**src/verilog/soc_params.svh**
```systemverilog
// Constants of the sensor output stage control block
`ifndef SOC_PARAMS_SVH
`define SOC_PARAMS_SVH
`define SOC_VAL_W 15
`define SOC_DAC_W 11
`define SOC_PWM_MAX_W 12
`define SOC_PWM_MIN_RES 4'h9
`define SOC_PWM_MAX_RES 4'hC
`define SOC_CLK_MHZ 100
`define SOC_START_WIN_MS 20
`define SOC_START_WIN_CYC (`SOC_START_WIN_MS * 1000 * `SOC_CLK_MHZ)
`define SOC_WDOG_CYC 32'd1000000
`define SOC_ERR_CODE 16'hFFFF
`define SOC_DAC_MAX 11'h7FF
`define SOC_DAC_MIN 11'h000
`define SOC_DLY_W 16
`define SOC_DIV_W 16
`endif

```
**src/verilog/soc_pkg.sv**
```systemverilog
// Types of the sensor output stage control block
package soc_pkg;
  typedef enum logic [1:0] {SOC_SRC_BRIDGE, SOC_SRC_TEMP1, SOC_SRC_TEMP2,
    SOC_SRC_NONE} soc_src_t;
  typedef enum logic {SOC_OUT_ANALOG, SOC_OUT_PWM} soc_out_mode_t;
  typedef enum logic {SOC_SIF_I2C, SOC_SIF_SPI} soc_sif_t;
  typedef enum {SOC_WIN, SOC_ONEWIRE, SOC_RUN} soc_mode_t;
  // Alarm channel settings
  typedef struct packed {
    logic enable;
    logic window;
    logic active_low;
    logic [14:0] thresh;
    logic [14:0] thresh_hi;
    logic [14:0] hyst;
    logic [15:0] on_delay;
    logic [15:0] off_delay;
  } soc_alarm_cfg_t;
  // Nonvolatile configuration
  typedef struct packed {
    logic start_win_en;
    soc_sif_t sif;
    soc_out_mode_t out_mode;
    logic pwm_b_on_io_a;
    logic alarm_a_en_pin;
    logic alarm_b_en_pin;
    logic diag_high;
    logic [3:0] pwm_res;
    logic [15:0] pwm_div;
  } soc_cfg_t;
  // Fault sources
  typedef struct packed {
    logic bridge_pos_oor;
    logic bridge_neg_oor;
    logic common_mode;
    logic mem_corrupt;
  } soc_fault_t;
  // Per alarm channel state
  typedef struct packed {
    logic raw;
    logic out;
    logic [15:0] cnt;
  } soc_alarm_st_t;
  // Whole state of the block
  typedef struct packed {
    soc_mode_t mode;
    logic [31:0] win_cnt;
    logic [31:0] wdog_cnt;
    logic diag;
    logic [15:0] div_cnt;
    logic [11:0] pwm_cnt;
    soc_alarm_st_t [1:0] alm;
    logic [10:0] dac;
    logic out_pwm;
    logic out_oe;
    logic io_a;
    logic io_a_oe;
    logic io_b;
    logic io_b_oe;
    logic [15:0] sif_data;
    logic spi_sel;
    logic [1:0] ss_sync;
    logic [1:0] req_sync;
    logic ow_mode;
    logic is_spi;
  } soc_state_t;
endpackage : soc_pkg

```
**src/verilog/soc_output_stage.sv**
```systemverilog
// Output stage control of a bridge-sensor conditioner
`timescale 1ns/100ps
`include "soc_params.svh"
// How it works
// - Three 15-bit result registers: bridge, temperature one, temperature two.
// - Each result is routed to the primary slot or the shared pin slot.
// - Voltage module gets an 11-bit code from its assigned result.
// - PWM modules emit a continuous pulse train following the value.
// - Period from resolution and divider; resolution 9 to 12 bits.
// - In SPI mode transfers take shared pin A from the first PWM.
// - Alarm channel A goes to shared pin A, channel B to pin B.
// - Each alarm has threshold, hysteresis, polarity, on and off delays.
// - Window mode flags the value lying between two limits.
// - In SPI mode pin B is slave select, pin A serial data out.
// - After reset the link stays one-wire for a 20 ms window.
// - A valid request inside the window keeps one-wire mode.
// - One-wire mode ends only on an exit command or a new reset.
// - No request by window end selects I2C or SPI from configuration.
// - At window end the primary pin becomes analog or PWM output.
// - A configuration bit disables the window, going straight to run.
// - Any error enters diagnostics, analog output forced to max or min.
// - In diagnostics the serial output registers carry an error code.
// - Watchdog raises an error when controller or measurement loop stall.
// - Either bridge input comparator out of range is a broken wire error.
// - A common-mode violation is an aging error.
// - Memory or register corruption reports an error.
// - Alarms compare only the bridge result.
// - In SPI mode pin B cannot carry alarm channel B.
module soc_output_stage import soc_pkg::*; #(
  parameter int unsigned START_WIN_CYC = `SOC_START_WIN_CYC
) (
  // Clock and reset
  input wire logic clk,
  input wire logic nrst,
  // Results and routing
  input wire logic [`SOC_VAL_W-1:0] val_bridge,
  input wire logic [`SOC_VAL_W-1:0] val_temp1,
  input wire logic [`SOC_VAL_W-1:0] val_temp2,
  input wire soc_src_t src_primary,
  input wire soc_src_t src_io_a,
  input wire soc_cfg_t cfg,
  input wire soc_alarm_cfg_t alarm_cfg_a,
  input wire soc_alarm_cfg_t alarm_cfg_b,
  // Serial interface side
  input wire logic onewire_req,
  input wire logic onewire_exit,
  input wire logic spi_busy,
  input wire logic serial_data_out,
  input wire logic [15:0] sif_result,
  input wire logic shared_io_pin_b_in,
  // Supervision
  input wire logic calibration_microcontroller_alive,
  input wire logic meas_loop_alive,
  input wire soc_fault_t fault,
  // Outputs
  output logic [`SOC_DAC_W-1:0] dac_code,
  output logic out_pin,
  output logic out_pin_oe,
  output logic shared_io_pin_a,
  output logic shared_io_pin_a_oe,
  output logic shared_io_pin_b,
  output logic shared_io_pin_b_oe,
  output logic spi_select,
  output logic onewire_mode,
  output logic sif_is_spi,
  output logic [15:0] sif_data,
  output logic diag_mode,
  output logic alarm_channel_a,
  output logic alarm_channel_b
);

  localparam logic [31:0] WIN_CYC = START_WIN_CYC;
  soc_state_t s_q, s_d;
  logic [`SOC_VAL_W-1:0] v_pri, v_ioa;
  logic [11:0] duty_pri, duty_ioa, pwm_top;
  logic tick, pwm_channel_a, pwm_channel_b, any_err, spi_on;
  logic [1:0] alarm_hit;
  soc_alarm_cfg_t [1:0] acfg;

  ////////////////////////////////////////////////////////////////////////
  // Routing of result registers to slots
  function automatic logic [`SOC_VAL_W-1:0] pick(input soc_src_t sel,
      input logic [`SOC_VAL_W-1:0] b, input logic [`SOC_VAL_W-1:0] t1,
      input logic [`SOC_VAL_W-1:0] t2);
    case (sel)
      SOC_SRC_BRIDGE: pick = b;
      SOC_SRC_TEMP1: pick = t1;
      SOC_SRC_TEMP2: pick = t2;
      default: pick = '0;
    endcase
  endfunction : pick

  assign v_pri = pick(src_primary, val_bridge, val_temp1, val_temp2);
  assign v_ioa = pick(src_io_a, val_bridge, val_temp1, val_temp2);

  // Duty from top bits of value at selected resolution
  function automatic logic [11:0] duty(input logic [`SOC_VAL_W-1:0] v,
      input logic [3:0] res);
    logic [11:0] top;
    top = v[`SOC_VAL_W-1 -: 12];
    duty = top >> (4'hC - res);
  endfunction : duty

  always_comb begin
    pwm_top = (12'h001 << cfg.pwm_res) - 12'h001;
  end
  assign duty_pri = duty(v_pri, cfg.pwm_res);
  assign duty_ioa = duty(v_ioa, cfg.pwm_res);
  assign tick = (s_q.div_cnt == cfg.pwm_div);
  // Primary PWM is the second channel, shared pin PWM the first
  assign pwm_channel_b = (s_q.pwm_cnt < duty_pri);
  assign pwm_channel_a = (s_q.pwm_cnt < duty_ioa);
  assign any_err = |fault | (s_q.wdog_cnt >= `SOC_WDOG_CYC);
  assign spi_on = (s_q.mode == SOC_RUN) && (cfg.sif == SOC_SIF_SPI);
  assign acfg[0] = alarm_cfg_a;
  assign acfg[1] = alarm_cfg_b;

  ////////////////////////////////////////////////////////////////////////
  // Alarm comparators, bridge value only
  for (genvar i = 0; i < 2; i++) begin : g_alm
    logic [15:0] lo, hi;
    always_comb begin
      lo = {1'b0, acfg[i].thresh};
      hi = {1'b0, acfg[i].thresh_hi};
      if (acfg[i].window) begin
        if (s_q.alm[i].raw)
          alarm_hit[i] = ({1'b0, val_bridge} + {1'b0, acfg[i].hyst} >= lo)
            && ({1'b0, val_bridge} <= hi + {1'b0, acfg[i].hyst});
        else
          alarm_hit[i] = (val_bridge >= acfg[i].thresh)
            && (val_bridge <= acfg[i].thresh_hi);
      end else if (s_q.alm[i].raw) begin
        // Hysteresis below threshold to release
        alarm_hit[i] = ({1'b0, val_bridge} + {1'b0, acfg[i].hyst} >= lo);
      end else begin
        alarm_hit[i] = (val_bridge >= acfg[i].thresh);
      end
    end
  end

  ////////////////////////////////////////////////////////////////////////
  // Next state
  always_comb begin
    s_d = s_q;
    s_d.ss_sync = {s_q.ss_sync[0], shared_io_pin_b_in};
    s_d.req_sync = {s_q.req_sync[0], onewire_req};
    // Interface start window
    case (s_q.mode)
      SOC_WIN: begin
        if (!cfg.start_win_en) begin
          s_d.mode = SOC_RUN;
        end else if (s_q.req_sync[1]) begin
          s_d.mode = SOC_ONEWIRE;
        end else if (s_q.win_cnt >= WIN_CYC - 32'd1) begin
          s_d.mode = SOC_RUN;
        end else begin
          s_d.win_cnt = s_q.win_cnt + 32'd1;
        end
      end
      SOC_ONEWIRE: begin
        if (onewire_exit)
          s_d.mode = SOC_RUN;
      end
      SOC_RUN: s_d.mode = SOC_RUN;
      default: s_d.mode = SOC_WIN;
    endcase
    // Watchdog
    if (calibration_microcontroller_alive && meas_loop_alive)
      s_d.wdog_cnt = '0;
    else if (s_q.wdog_cnt < `SOC_WDOG_CYC)
      s_d.wdog_cnt = s_q.wdog_cnt + 32'd1;
    if (any_err)
      s_d.diag = 1'b1;
    // PWM counter and divider
    if (tick) begin
      s_d.div_cnt = '0;
      s_d.pwm_cnt = (s_q.pwm_cnt >= pwm_top) ? 12'h000
        : s_q.pwm_cnt + 12'h001;
    end else begin
      s_d.div_cnt = s_q.div_cnt + 16'h0001;
    end
    // Alarm delays
    for (int i = 0; i < 2; i++) begin
      s_d.alm[i].raw = alarm_hit[i];
      if (alarm_hit[i] == s_q.alm[i].out) begin
        s_d.alm[i].cnt = '0;
      end else if (s_q.alm[i].cnt >= (alarm_hit[i] ? acfg[i].on_delay
          : acfg[i].off_delay)) begin
        s_d.alm[i].out = alarm_hit[i];
        s_d.alm[i].cnt = '0;
      end else begin
        s_d.alm[i].cnt = s_q.alm[i].cnt + 16'h0001;
      end
    end
    // Analog code
    if (s_q.diag)
      s_d.dac = cfg.diag_high ? `SOC_DAC_MAX : `SOC_DAC_MIN;
    else
      s_d.dac = v_pri[`SOC_VAL_W-1 -: `SOC_DAC_W];
    s_d.sif_data = s_q.diag ? `SOC_ERR_CODE : sif_result;
    // Primary pin
    s_d.out_pwm = pwm_channel_b;
    s_d.out_oe = (s_q.mode == SOC_RUN) && (cfg.out_mode == SOC_OUT_PWM);
    // Shared pin A
    s_d.spi_sel = spi_on && !s_q.ss_sync[1];
    if (spi_on && spi_busy) begin
      s_d.io_a = serial_data_out;
      s_d.io_a_oe = 1'b1;
    end else if (cfg.pwm_b_on_io_a) begin
      s_d.io_a = pwm_channel_a;
      s_d.io_a_oe = 1'b1;
    end else begin
      s_d.io_a = s_q.alm[0].out ^ acfg[0].active_low;
      s_d.io_a_oe = cfg.alarm_a_en_pin && acfg[0].enable;
    end
    // Shared pin B
    s_d.io_b = s_q.alm[1].out ^ acfg[1].active_low;
    s_d.io_b_oe = cfg.alarm_b_en_pin && acfg[1].enable
      && !(cfg.sif == SOC_SIF_SPI);
    // Registered copies of the mode outputs, so pins come from flops
    s_d.ow_mode = (s_d.mode != SOC_RUN);
    s_d.is_spi = (s_d.mode == SOC_RUN) && (cfg.sif == SOC_SIF_SPI);
  end

  ////////////////////////////////////////////////////////////////////////
  // State register
  always_ff @(posedge clk or negedge nrst) begin
    if (!nrst) begin
      s_q <= '0;
      // Link sits in the start window while reset holds
      s_q.ow_mode <= 1'b1;
    end else begin
      s_q <= s_d;
    end
  end

  ////////////////////////////////////////////////////////////////////////
  // Outputs
  assign dac_code = s_q.dac;
  assign out_pin = s_q.out_pwm;
  assign out_pin_oe = s_q.out_oe;
  assign shared_io_pin_a = s_q.io_a;
  assign shared_io_pin_a_oe = s_q.io_a_oe;
  assign shared_io_pin_b = s_q.io_b;
  assign shared_io_pin_b_oe = s_q.io_b_oe;
  assign spi_select = s_q.spi_sel;
  assign onewire_mode = s_q.ow_mode;
  assign sif_is_spi = s_q.is_spi;
  assign sif_data = s_q.sif_data;
  assign diag_mode = s_q.diag;
  assign alarm_channel_a = s_q.alm[0].out;
  assign alarm_channel_b = s_q.alm[1].out;
endmodule : soc_output_stage

```
**config.mk**
```make
export PLATFORM = sky130hd
export DESIGN_NAME = soc_output_stage
export DESIGN_NICKNAME = d
export VERILOG_FILES = /design/src/verilog/soc_pkg.sv /design/src/verilog/soc_output_stage.sv
export VERILOG_INCLUDE_DIRS = /design/src /design/src/verilog
export SDC_FILE = /design/constraint.sdc
export NUM_CORES = 1
export LEC_CHECK = 0
export BUFFER_PORTS_ARGS = -buffer_cell sky130_fd_sc_hd__clkbuf_2
export CAP_MARGIN = 20
export CELL_PAD_IN_SITES_DETAIL_PLACEMENT = 1
export CELL_PAD_IN_SITES_GLOBAL_PLACEMENT = 1
export CORE_ASPECT_RATIO = 0.9
export CORE_UTILIZATION = 45
export CTS_BUF_LIST = sky130_fd_sc_hd__clkbuf_4 sky130_fd_sc_hd__clkbuf_8
export DETAILED_ROUTE_END_ITERATION = 12
export HOLD_SLACK_MARGIN = 0.12
export PLACE_DENSITY_LB_ADDON = 0.08
export SLEW_MARGIN = 30
export SYNTH_ARGS = -nofsm -noshare
export SYNTH_HDL_FRONTEND = slang
export SYNTH_SLANG_ARGS = --single-unit
```
**constraint.sdc**
```tcl
create_clock -name clk -period 5.1 [get_ports clk]
set_clock_uncertainty 0.05 [all_clocks]
set_input_delay 0.51 -clock clk [delete_from_list [all_inputs] [get_ports clk]]
set_output_delay 0.51 -clock clk [all_outputs]
set_load 0.005 [all_outputs]
```
### Word-level counts from Yosys, hierarchy flattened

Index checks and enable logic that the tools add are counted.
W data, S select, Z words.

* register bits after elaboration: 201
* output and inout port bits: 39

* $add $sub $neg: 12
* order comparisons: 16
* equality and inequality tests: 12
* shift-type cells: 3
* muxes and demuxes: 28
* bitwise operators: 7
* reduce and logical (&&, ||, !) cells: 23

Operator list (count)
* $mux W32: 6
* $mux W16: 8
* $pmux W32 S3: 1
* $pmux W15 S3: 2
* $add A15 B15 Y16: 4
* $add A32 B1 Y32 const B: 2
* $eq A32 B3 Y1 const B: 2
* $add A16 B1 Y16 const B: 3
* $eq A32 B1 Y1 const B: 1
* $eq A32 B2 Y1 const B: 1
* $ge A16 B15 Y1: 2
* $ge A16 B16 Y1: 2
* $ge A32 B20 Y1 const B: 1
* $ge A32 B21 Y1 const B: 1
* $le A15 B16 Y1: 2
* $logic_not A32 Y1: 1
* $lt A32 B20 Y1 const B: 1
* $ne A32 B3 Y1 const B: 1
* $ge A15 B15 Y1: 2
* $le A15 B15 Y1: 2
* $lt A12 B12 Y1: 2
* $shr A12 B4 Y12: 2
* $mux W11: 2
* $eq A16 B16 Y1: 1
* 21 further kinds: 49

### Longest topological paths before layout

Gate-level depths: netlist of run 1.

* word-level depth: 9
* depth in mapped cells: 31
* mapped depth without buffers: 29

### Worst setup path after synthesis of run 1

OpenSTA, ideal clock, no wires.

* kind: input -> register
* start: input port val_bridge[2]
* end: register s_q[45] (netlist bit)
* arrival time: 6.057 ns
* slack: -1.076 ns
* stages on the path: 29
* buffers on the path: 2
* cells stage by stage: ha_1 > and3_1 > a221o_1 > o2111ai_1 > nand2b_1 > a21oi_1 > o21bai_1 > a21oi_1 > xnor2_1 > ha_1 > a211o_1 > a2111oi_2 > o211ai_1 > o2111ai_1 > o311ai_1 > a32oi_1 > buf_6 > inv_12 > mux2_2 > ha_1 > nand2b_1 > a2111oi_0 > o21bai_1 > o2111ai_1 > a211oi_1 > o22ai_1 > clkbuf_1 > nand2_1 > nor2_2

RTL lines
* start: declaration: RTL line soc_output_stage.sv:36 `` input wire logic [`SOC_VAL_W-1:0] val_bridge, ``
* end: declaration: RTL line soc_output_stage.sv:73 `soc_state_t s_q, s_d;`

==> results of run 1 <==
## cell type report
type,instances,share of cell area (%)
Multi-Input combinational cell,1575,53.39
Sequential cell,201,21.84
Clock buffer,52,2.971
Inverter,119,1.993
Tap cell,490,2.661
Antenna cell,1,0.01086
Timing Repair Buffer,563,16.19
Clock inverter,13,0.9395
## registers in the layout (all words and copies together) (netlist names), 2 cells and up
| name | flops |
|---|---|
| sif_data | 16 |
| dac_code | 11 |
| s_d | 2 |
| s_q | 160 |
## metrics by stage
step / std cells / setup slack (ns)
after global routing: 3014 / -0.7067
after CTS: 3001 / -0.4414
final: 3014 / -0.4863
after floorplan: 1980 / -0.5655
after global placement: 2895 / -1.130
after detailed placement: 2895 / -1.520
## kinds of logic (layout without fill, tap and decap cells)
logic type,after synthesis,count (layout)
and+or+nand+nor,617,617
AOI/OAI and AO/OA,433,433
adders and majority gates,264,264
buffers and inverters,204,747
DFF,201,201
xor gates and xnor gates,154,154
muxes,77,77
other,1,31
## worst paths after layout
kind,slack (ns),depth (start not counted),endpoint
max,-0.49,30,s_q[48]
min,0.20,3,shared_io_pin_a_oe
max reg2reg,1.06,18,s_q[69]
min reg2reg,0.32,0,s_q[3]
max in group asynchronous,3.25,3,dac_code[2]
min in group asynchronous,0.54,2,s_q[128]
## power groups by stage
stage	combinational, mW	clock (mW)	sequential [mW]
global placement	2.07	0	1.78
finish	2.47	1.88	1.77
floorplan	1.35	0	1.76
global route	2.69	2.00	1.77
detailed placement	2.17	0	1.79
CTS	2.33	1.91	1.76
## metal layers
metal / track usage (%) / part of all wire, %
met1: 40.07 / 44
met2: 53.01 / 48
met3: 4.217 / 4.5
met4: 10.22 / 3.0
met5: 0 / 0
## tightest hold or removal path: cells and delay by family
kind	cells	cell delay, ns
and+or+nand+nor	2	0.16
buffers and inverters	1	0.09
## what timing repair did
item	in CTS	in global routing
endpoints found under the hold margin	128	0
buffers inserted	14	12
gates cloned	2	0
pin swaps	34	26
hold buffers	26	0
endpoints found under the setup margin	34	34
gates resized for setup	69	42
## layout by cell type (no fill, tap or decap), types with 23 or more instances in the layout
cell type,Yosys,final
o211ai_1,30,30
conb_1,1,30
a21oi_1,98,90
clkbuf_2,0,287
dfrtp_1,200,199
xnor2_1,76,74
nand4_1,34,34
and3_1,34,33
mux2i_1,58,55
inv_1,117,115
xor2_1,77,77
nor2_1,143,140
nand2_1,144,131
nand3_1,59,59
nor3_1,37,34
dlygate4sd3_1,0,26
or2_2,23,23
nor4_1,32,29
buf_4,29,222
clkbuf_8,0,50
ha_1,260,244
a21o_1,32,32
o21ai_0,101,89
o21a_1,34,34
==> impl_metrics.yaml, run 1 <==
status:
  status: "finished with violations"
  violations: "setup timing"
logic_synthesis:
  synth-simple-area-share_pct: 17.63
  ys_ff_latch: 201
  yosys_warnings: 0
  synth_top_family_by_area: "adder cells"
  yosysSeqAreaShare_pct: 28.84
  netlist.area_leader.share_pct: 28.69
  synthCells: 1951
  async_flop_share_pct: 100.0
  synth_mux_area_share_pct: 4.877
  synth_compound_area_share_pct: 16.44
  synth-xor-area-share_pct: 7.838
  ys_types: 81
  yosys.area_share.adder_pct: 19.10
  yosys.area.top_type: "dfrtp_1"
  synth_commonest_cells: "260 x ha_1, 200 x dfrtp_1, 144 x nand2_1"
  syn_area_per_cell_um2: 8.942
  synth_edf_count: 0
  synth_area_leaders: "dfrtp_1 29%, ha_1 19%, xor2_1 3.9%"
  synth_area_um2: 17450
  yosysMostFrequentCell: "ha_1"
  synth_flop_cell: "dfrtp_1"
placed_design:
  portBuffers: 297
  placed_area_um2: 21150
  hpwl_um: 46850
  globalplace.congestion: 0.9432
timing:
  rsz0062_at_grt: "true"
  setup_viol: 34
  finalCritPeriodShare_pct: 109.5
  period_needed_ns: 5.586
  timing.hold.ws_ns: 0.2013
  slew_headroom_pct: 35.24
  worstMarginPinSlew_ns: 0.9613
  fin_ws_ns: -0.4863
  fmax_mhz: 179.0
  slew_violations: 0
  final_hold_viol_count: 0
  tns_ns: -13.42
worst_setup_path:
  crit_start: "alarm_cfg_a[38]"
  slowest_stage: "or4_4"
  worst_path_dominant_cell_family: "compound AO/OA/AOI/OAI gates"
  critical_path.max_stage_delay_ns: 0.50
  path_common_cell: "o21a_1"
  crit_path_start_kind: "input port"
  path_class: "in -> reg"
  r2r_start: "s_q[75]"
  crit_path_end_kind: "register"
  cp.arrival_ns: 6.02
  required_ns: 5.53
  worst-path-buf-inv: 4
  critical_path.max_fanout: 6
global_route:
  grt_max_degree: 109
  grt_pass1_wl_um: 97460
  overflow: 0
  grt_pass1_vias: 18580
  antenna_found_initial: 1
  grt_usage_pct: 30.92
power_and_ir_drop:
  p_leak_nw: 11.48
  intPower_mw: 3.994
  p_sw_share_pct: 34.69
  combPwrFrac_pct: 40.4
  power_frac_seq_pct: 28.9
  p_clk_share_pct: 30.7
  p_sw_mw: 2.122
  power_mw: 6.116
  power.density_nw_per_um2: 265.5
  vdd_ir_drop_max_mv: 0.1930
cts:
  clock_tree.buffer_depth: 3
  insertion_delay_ns: 0.56
  cts_num_sinks: 201
  numCtsBuffers: 37
  cts_tree: "done"
  root_buffer: "clkbuf_8"
  clkTransAtPathRegs_ns: 0.06
  htreeDepth: 2
die:
  die_w_um: 209.6
  fp.coreArea_um2: 38290
  ios: 304
  dieArea_um2: 39560
  chipHeight_um: 188.8
  start_util_pct: 45.57
  rows: 68
routing:
  first_iter_violations: 992
  route.vias.total: 17040
  wl_um: 61910
  via_per_inst: 5.654
  antenna_left: 0
  drt_pass1_iterations: 5
  wl_per_cell_um: 20.54
  drc: 0
hold_path:
  hp-class: "in -> reg"
  worstHoldStart: "spi_busy"
finish:
  ff_latch_area_um2: 5032
  fill_cells: 4557
  multiInputGateArea_um2: 12300
  design_area_um2: 23040
  postLayoutCoreUtil_pct: 60.18
  layout-drive-gt1-share_pct: 30.68
  final_nets: 3026
  area_growth_pct: 32.06
flow_run:
  cap_violations: 0
Note: power is estimated with default switching activity, not from simulation.
==> run 2: changes to the inputs <==
==> constraint.sdc (replaced) <==
create_clock -name clk -period 5.1 [get_ports clk]
set_clock_uncertainty 0.05 [all_clocks]
set_input_delay 0 -clock clk [delete_from_list [all_inputs] [get_ports clk]]
set_output_delay 0 -clock clk [all_outputs]
set_load 0.005 [all_outputs]
==> run 2 against run 1 <==
  * The flow still finishes with violations (setup timing)
  * Register-to-register slack better by 0.05 ns
  * Critical path depth did not move
  * Combinational power decreased by 4%
  * Via count increased by 1.1%
  * Maximum frequency rose by 7.6%
  * Count of clock-buffer cells in the layout grew 2
  * Flip-flop and latch count is the same
  * Non-clock buffer count decreased by 2
  * Worst hold slack lost 0.035 ns
  * Critical path type unchanged
==> impl_metrics.yaml, run 2 (synthesis results as in run 1) <==
status:
  status: "finished with violations"
  violations: "setup timing"
finish:
  final_cell_mix: "289 x clkbuf_2, 246 x ha_1, 199 x dfrtp_1"
  final_nets: 3023
  largest_register_ffs: 160
  layout_commonest_cell: "clkbuf_2"
  layout-drive-gt1-share_pct: 28.16
  area_growth_pct: 32.05
  top_register: "s_q"
cts:
  clock_tree.buffer_depth: 3
  cts_num_sinks: 201
  insertion_delay_ns: 0.55
  clkTransAtPathRegs_ns: 0.07
  root_buffer: "clkbuf_8"
  htreeDepth: 2
  cts_tree: "done"
  numCtsBuffers: 36
routing:
  route.vias.total: 17240
  wl_um: 63570
  drt_pass1_iterations: 5
  drc: 0
  first_iter_violations: 887
  wl_per_cell_um: 21.04
  via_per_inst: 5.706
  antenna_left: 0
worst_setup_path:
  slowest_stage: "or4_4"
  cp.arrival_ns: 5.62
  critical_path.max_fanout: 4
  critical_path.max_stage_delay_ns: 0.50
  r2r_start: "s_q[75]"
  path_class: "in -> reg"
  crit_start: "alarm_cfg_a[48]"
  required_ns: 5.53
  endpoint: "s_q[55]"
  crit_path_start_kind: "input port"
  timing.rr.end: "alarm_channel_b"
  reg2reg_depth: 17
  rrSetupSlack_ns: 1.11
  crit_path_end_kind: "register"
die:
  fp.coreArea_um2: 38290
  rows: 68
  chipHeight_um: 188.8
  die_w_um: 209.6
  start_util_pct: 45.57
  ios: 304
  dieArea_um2: 39560
flow_run:
  cap_violations: 0
global_route:
  grt_pass1_vias: 18170
  antenna_found_initial: 16
  grt_usage_pct: 31.09
  grt_max_degree: 56
  grt_pass1_wl_um: 97150
  overflow: 0
placed_design:
  globalplace.congestion: 0.9442
  place_ws_ns: -0.7511
  portBuffers: 297
  hpwl_um: 47220
power_and_ir_drop:
  vdd_ir_drop_max_mv: 0.2769
  power.density_nw_per_um2: 253.4
  power_mw: 5.837
  p_leak_nw: 11.40
timing:
  slew_violations: 0
  worstMarginPinSlew_ns: 0.9529
  setup_viol: 17
  slew_headroom_pct: 36.34
  final_hold_viol_count: 0
  period_needed_ns: 5.190
  finalCritPeriodShare_pct: 101.8
  rsz0062_at_grt: "true"
  fin_ws_ns: -0.08991
  fmax_mhz: 192.7
hold_path:
  hp-class: "in -> reg"
[run 2: cell types whose count changed in the layout (fill, tap and decap cells not counted), sizes merged]
cell,change
clkbuf,+2
clkinvlp,-3
buf,-59
clkinv,+7
bufinv,-4
diode,+9
inv,-2
dlygate4sd3,+57
[run 2: how the worst min path moves through the flow]
stage / depth (start not counted) / to / startpoint / slack (ns)
after global placement: 1 / s_d[5] / shared_io_pin_b_in / 0.06
after CTS: 3 / sif_data[10] / sif_result[10] / 0.12
after detailed placement: 1 / s_d[5] / shared_io_pin_b_in / 0.07
after floorplan: 0 / alarm_channel_a / nrst / -0.35
final: 6 / s_q[82] / cfg[12] / 0.17
after global routing: 3 / sif_data[10] / sif_result[10] / 0.16
[run 2: metrics by stage]
step | cell area (um^2) | hold WS [ns] | TNS [ns] | std cells | utilization [%]
2_1_floorplan | 17780 | -0.3456 | -0.5497 | 1980 | -
3_3_place_gp | 20720 | 0.06160 | -12.40 | 2851 | 54.12
3_5_place_dp | 20730 | 0.06683 | -18.82 | 2851 | 54.14
4_1_cts | 22430 | 0.1230 | 0 | 3000 | 58.59
5_1_grt | 23030 | 0.1587 | -5.763 | 3019 | 60.16
6_report | 23040 | 0.1664 | -0.9198 | 3021 | 60.17
[run 2: metal layers]
layer / track usage [%] / share of wire, %
met5: 0 / 0.12
met4: 11.23 / 3.7
met3: 5.333 / 4.8
met2: 51.82 / 48
met1: 40.46 / 44
[run 2: layout make-up]
class	instances	area [um^2]
Fill cell	4522	15250
Multi-Input combinational cell	1575	12270
Sequential cell	201	5032
Timing Repair Buffer	561	3824
Clock buffer	54	705.7
Tap cell	490	613.1
Inverter	119	459.2
Clock inverter	11	110.1
Antenna cell	10	25.02
[run 2: worst max-delay path, delay by kind of cell]
kind | cells | cell delay, ns
adders and majority gates | 3 | 0.74
buffers and inverters | 4 | 0.55
and+or+nand+nor | 7 | 1.16
AOI/OAI and AO/OA | 14 | 2.70
xor gates and xnor gates | 1 | 0.13
muxes | 1 | 0.31
[run 2: what timing repair did]
action / 4_1_cts / 5_1_grt
hold endpoints to repair: 187 / 0
setup endpoints to repair: 17 / 34
gates resized for setup: 7 / 108
hold buffers: 84 / 0
pin swaps: 2 / 55
setup buffers: 0 / 8
cloned: 0 / 3
[run 2: where the power goes]
part           internal, mW  total, mW  switching (mW)
logic                  1.11       2.37            1.27
clock network         0.952       1.70           0.747
registers              1.67       1.77          0.0906
==> run 3: changes to the inputs <==
- ABC_AREA: not set -> 1
- CORE_UTILIZATION: 45 -> 43
==> run 3 against run 2 <==
  * The flow now finishes without violations
  * Power shrank 4.1%
  * Die area is 9.2% higher
  * Non-clock buffer count fell by 146
  * Via count is 6.0% higher
  * Flip-flop and latch count did not move
  * Worst hold slack worse by 0.054 ns
  * Largest cell class unchanged
  * Highest routed layer unchanged
==> impl_metrics.yaml, run 3 <==
status:
  status: "completed"
routing:
  drc: 0
  wl_per_cell_um: 17.80
  via_per_inst: 5.312
  drt_pass1_iterations: 4
  first_iter_violations: 779
  wl_um: 61210
  route.vias.total: 18270
  antenna_left: 0
logic_synthesis:
  yosys.area.top_type: "dfrtp_1"
  synth_area_leaders: "dfrtp_1 27%, ha_1 18%, nand2_1 10%"
  ys_types: 57
  synth_flop_cell: "dfrtp_1"
  synthCells: 2469
  syn_area_per_cell_um2: 7.380
  yosys.area_share.adder_pct: 18.29
  synth_top_family_by_area: "simple AND/OR/NAND/NOR gates"
  synth_commonest_cells: "501 x nand2_1, 321 x inv_1, 260 x ha_1"
  synth_compound_area_share_pct: 12.06
  netlist.area_leader.share_pct: 27.47
  yosysSeqAreaShare_pct: 27.61
  synth_area_um2: 18220
  synth-xor-area-share_pct: 5.143
  synth-simple-area-share_pct: 27.41
  yosys_warnings: 0
  ys_ff_latch: 201
  yosysMostFrequentCell: "nand2_1"
  synth_mux_area_share_pct: 0
  async_flop_share_pct: 100.0
  synth_edf_count: 0
die:
  ios: 304
  fp.coreArea_um2: 41750
  chipHeight_um: 197.3
  dieArea_um2: 43200
  rows: 71
  die_w_um: 219.0
  start_util_pct: 43.64
timing:
  slew_violations: 0
  worstMarginPinSlew_ns: 0.9278
  final_hold_viol_count: 0
  timing.hold.ws_ns: 0.1127
  setup_viol: 0
  slew_headroom_pct: 37.92
  fmax_mhz: 211.7
  period_needed_ns: 4.724
  finalCritPeriodShare_pct: 92.63
worst_setup_path:
  path_common_cell: "nand2_1"
  slowest_stage: "fa_2"
  critical_path.max_fanout: 16
  required_ns: 5.54
  path_class: "in -> reg"
  crit_path_start_kind: "input port"
  crit_path_end_kind: "register"
  cp.arrival_ns: 5.16
  critical_path.max_stage_delay_ns: 0.36
  rrSetupSlack_ns: 1.80
cts:
  cts_tree: "done"
  clock_tree.buffer_depth: 3
  insertion_delay_ns: 0.58
  numCtsBuffers: 37
  clkTransAtPathRegs_ns: 0.06
  htreeDepth: 2
  root_buffer: "clkbuf_8"
  cts_num_sinks: 201
global_route:
  grt_pass1_wl_um: 98350
  grt_max_degree: 179
  antenna_found_initial: 5
  grt_usage_pct: 28.48
  overflow: 0
  grt_pass1_vias: 19430
finish:
  final_nets: 3395
  top_register: "s_q"
  layout_commonest_cell: "nand2_1"
  area_growth_pct: 21.23
  largest_register_ffs: 160
  layout-drive-gt1-share_pct: 16.91
  diodes: 0
  final_cell_mix: "500 x nand2_1, 320 x inv_1, 296 x clkbuf_2"
flow_run:
  cap_violations: 0
power_and_ir_drop:
  vdd_ir_drop_max_mv: 0.2224
  power_mw: 5.599
  p_leak_nw: 11.30
  power.density_nw_per_um2: 253.5
placed_design:
  portBuffers: 297
  hpwl_um: 47720
  globalplace.congestion: 0.9118
hold_path:
  hp-class: "in -> reg"
-- run 3: cell types whose count changed in the layout (fill, tap and decap cells not counted), moves of 37 or more --
cell	previous run	this run
nor3_1	34	71
inv_1	113	320
mux2i_1	56	0
a21oi_1	88	177
o21ai_0	92	129
nand3_1	59	154
buf_4	172	28
nand2_1	137	500
-- run 3: path summary, 6_finish.rpt --
path	startpoint	endpoint	depth (start not counted)
min in group asynchronous	nrst	dac_code[1]	4
hold reg to reg	s_d[5]	s_q[5]	0
setup reg to reg	s_q[75]	s_q[64]	18
hold / removal	alarm_cfg_b[78]	s_q[75]	4
setup / recovery	alarm_cfg_b[47]	s_q[64]	38
max in group asynchronous	nrst	s_q[67]	5
-- run 3: metrics by stage --
stage          cells  cell area (um^2)  util [%]  setup slack [ns]   TNS, ns
6_report        3439             22090     52.91            0.3760         0
5_1_grt         3439             22090     52.91          -0.01847  -0.05636
4_1_cts         3429             21920     52.49           0.05972         0
2_1_floorplan   2498             18330         -            0.5472         0
3_5_place_dp    3280             20220     48.44           -0.1601    -2.340
3_3_place_gp    3280             20220     48.44            0.1309         0
-- run 3: cell type report --
class / instances / area, um^2
Fill cell: 5365 / 19660
Multi-Input combinational cell: 1883 / 11630
Clock inverter: 13 / 155.1
Sequential cell: 201 / 5032
Clock buffer: 52 / 696.9
Timing Repair Buffer: 415 / 2656
Inverter: 328 / 1235
Tap cell: 547 / 684.4
-- run 3: cells by family after synthesis --
family          after synthesis
xor+xnor                    107
flops                       201
simple gates               1085
other cells                   1
buf+inv                     414
fa+ha+maj                   264
compound gates              397
-- run 3: timing repair --
item | CTS | global route
gates resized for setup | 0 | 16
hold buffers | 84 | 1
endpoints found under the setup margin | 0 | 32
setup buffers | 0 | 8
endpoints found under the hold margin | 262 | 38
-- run 3: per-layer routing --
metal	GRT usage [%]	routed length (um)	share of wire [%]	vias up
met4	9.105	1653	2.7	6
met3	3.156	2227	3.6	102
met5	0	33	0.054	-
met1	36.14	27280	45	8808
li1	-	-	-	9010
met2	50.21	30020	49	342
-- run 3: where the power goes --
group	total, mW	switching [mW]	internal, mW
combinational	2.06	1.27	0.785
clock	1.80	0.752	1.04
sequential	1.75	0.0672	1.68
-- run 3: worst max-delay path: cells and delay by family --
family	cells	cell delay [ns]
simple gates	16	1.55
buf+inv	7	0.81
compound gates	10	1.46
fa+ha+maj	4	1.11
xor+xnor	1	0.19
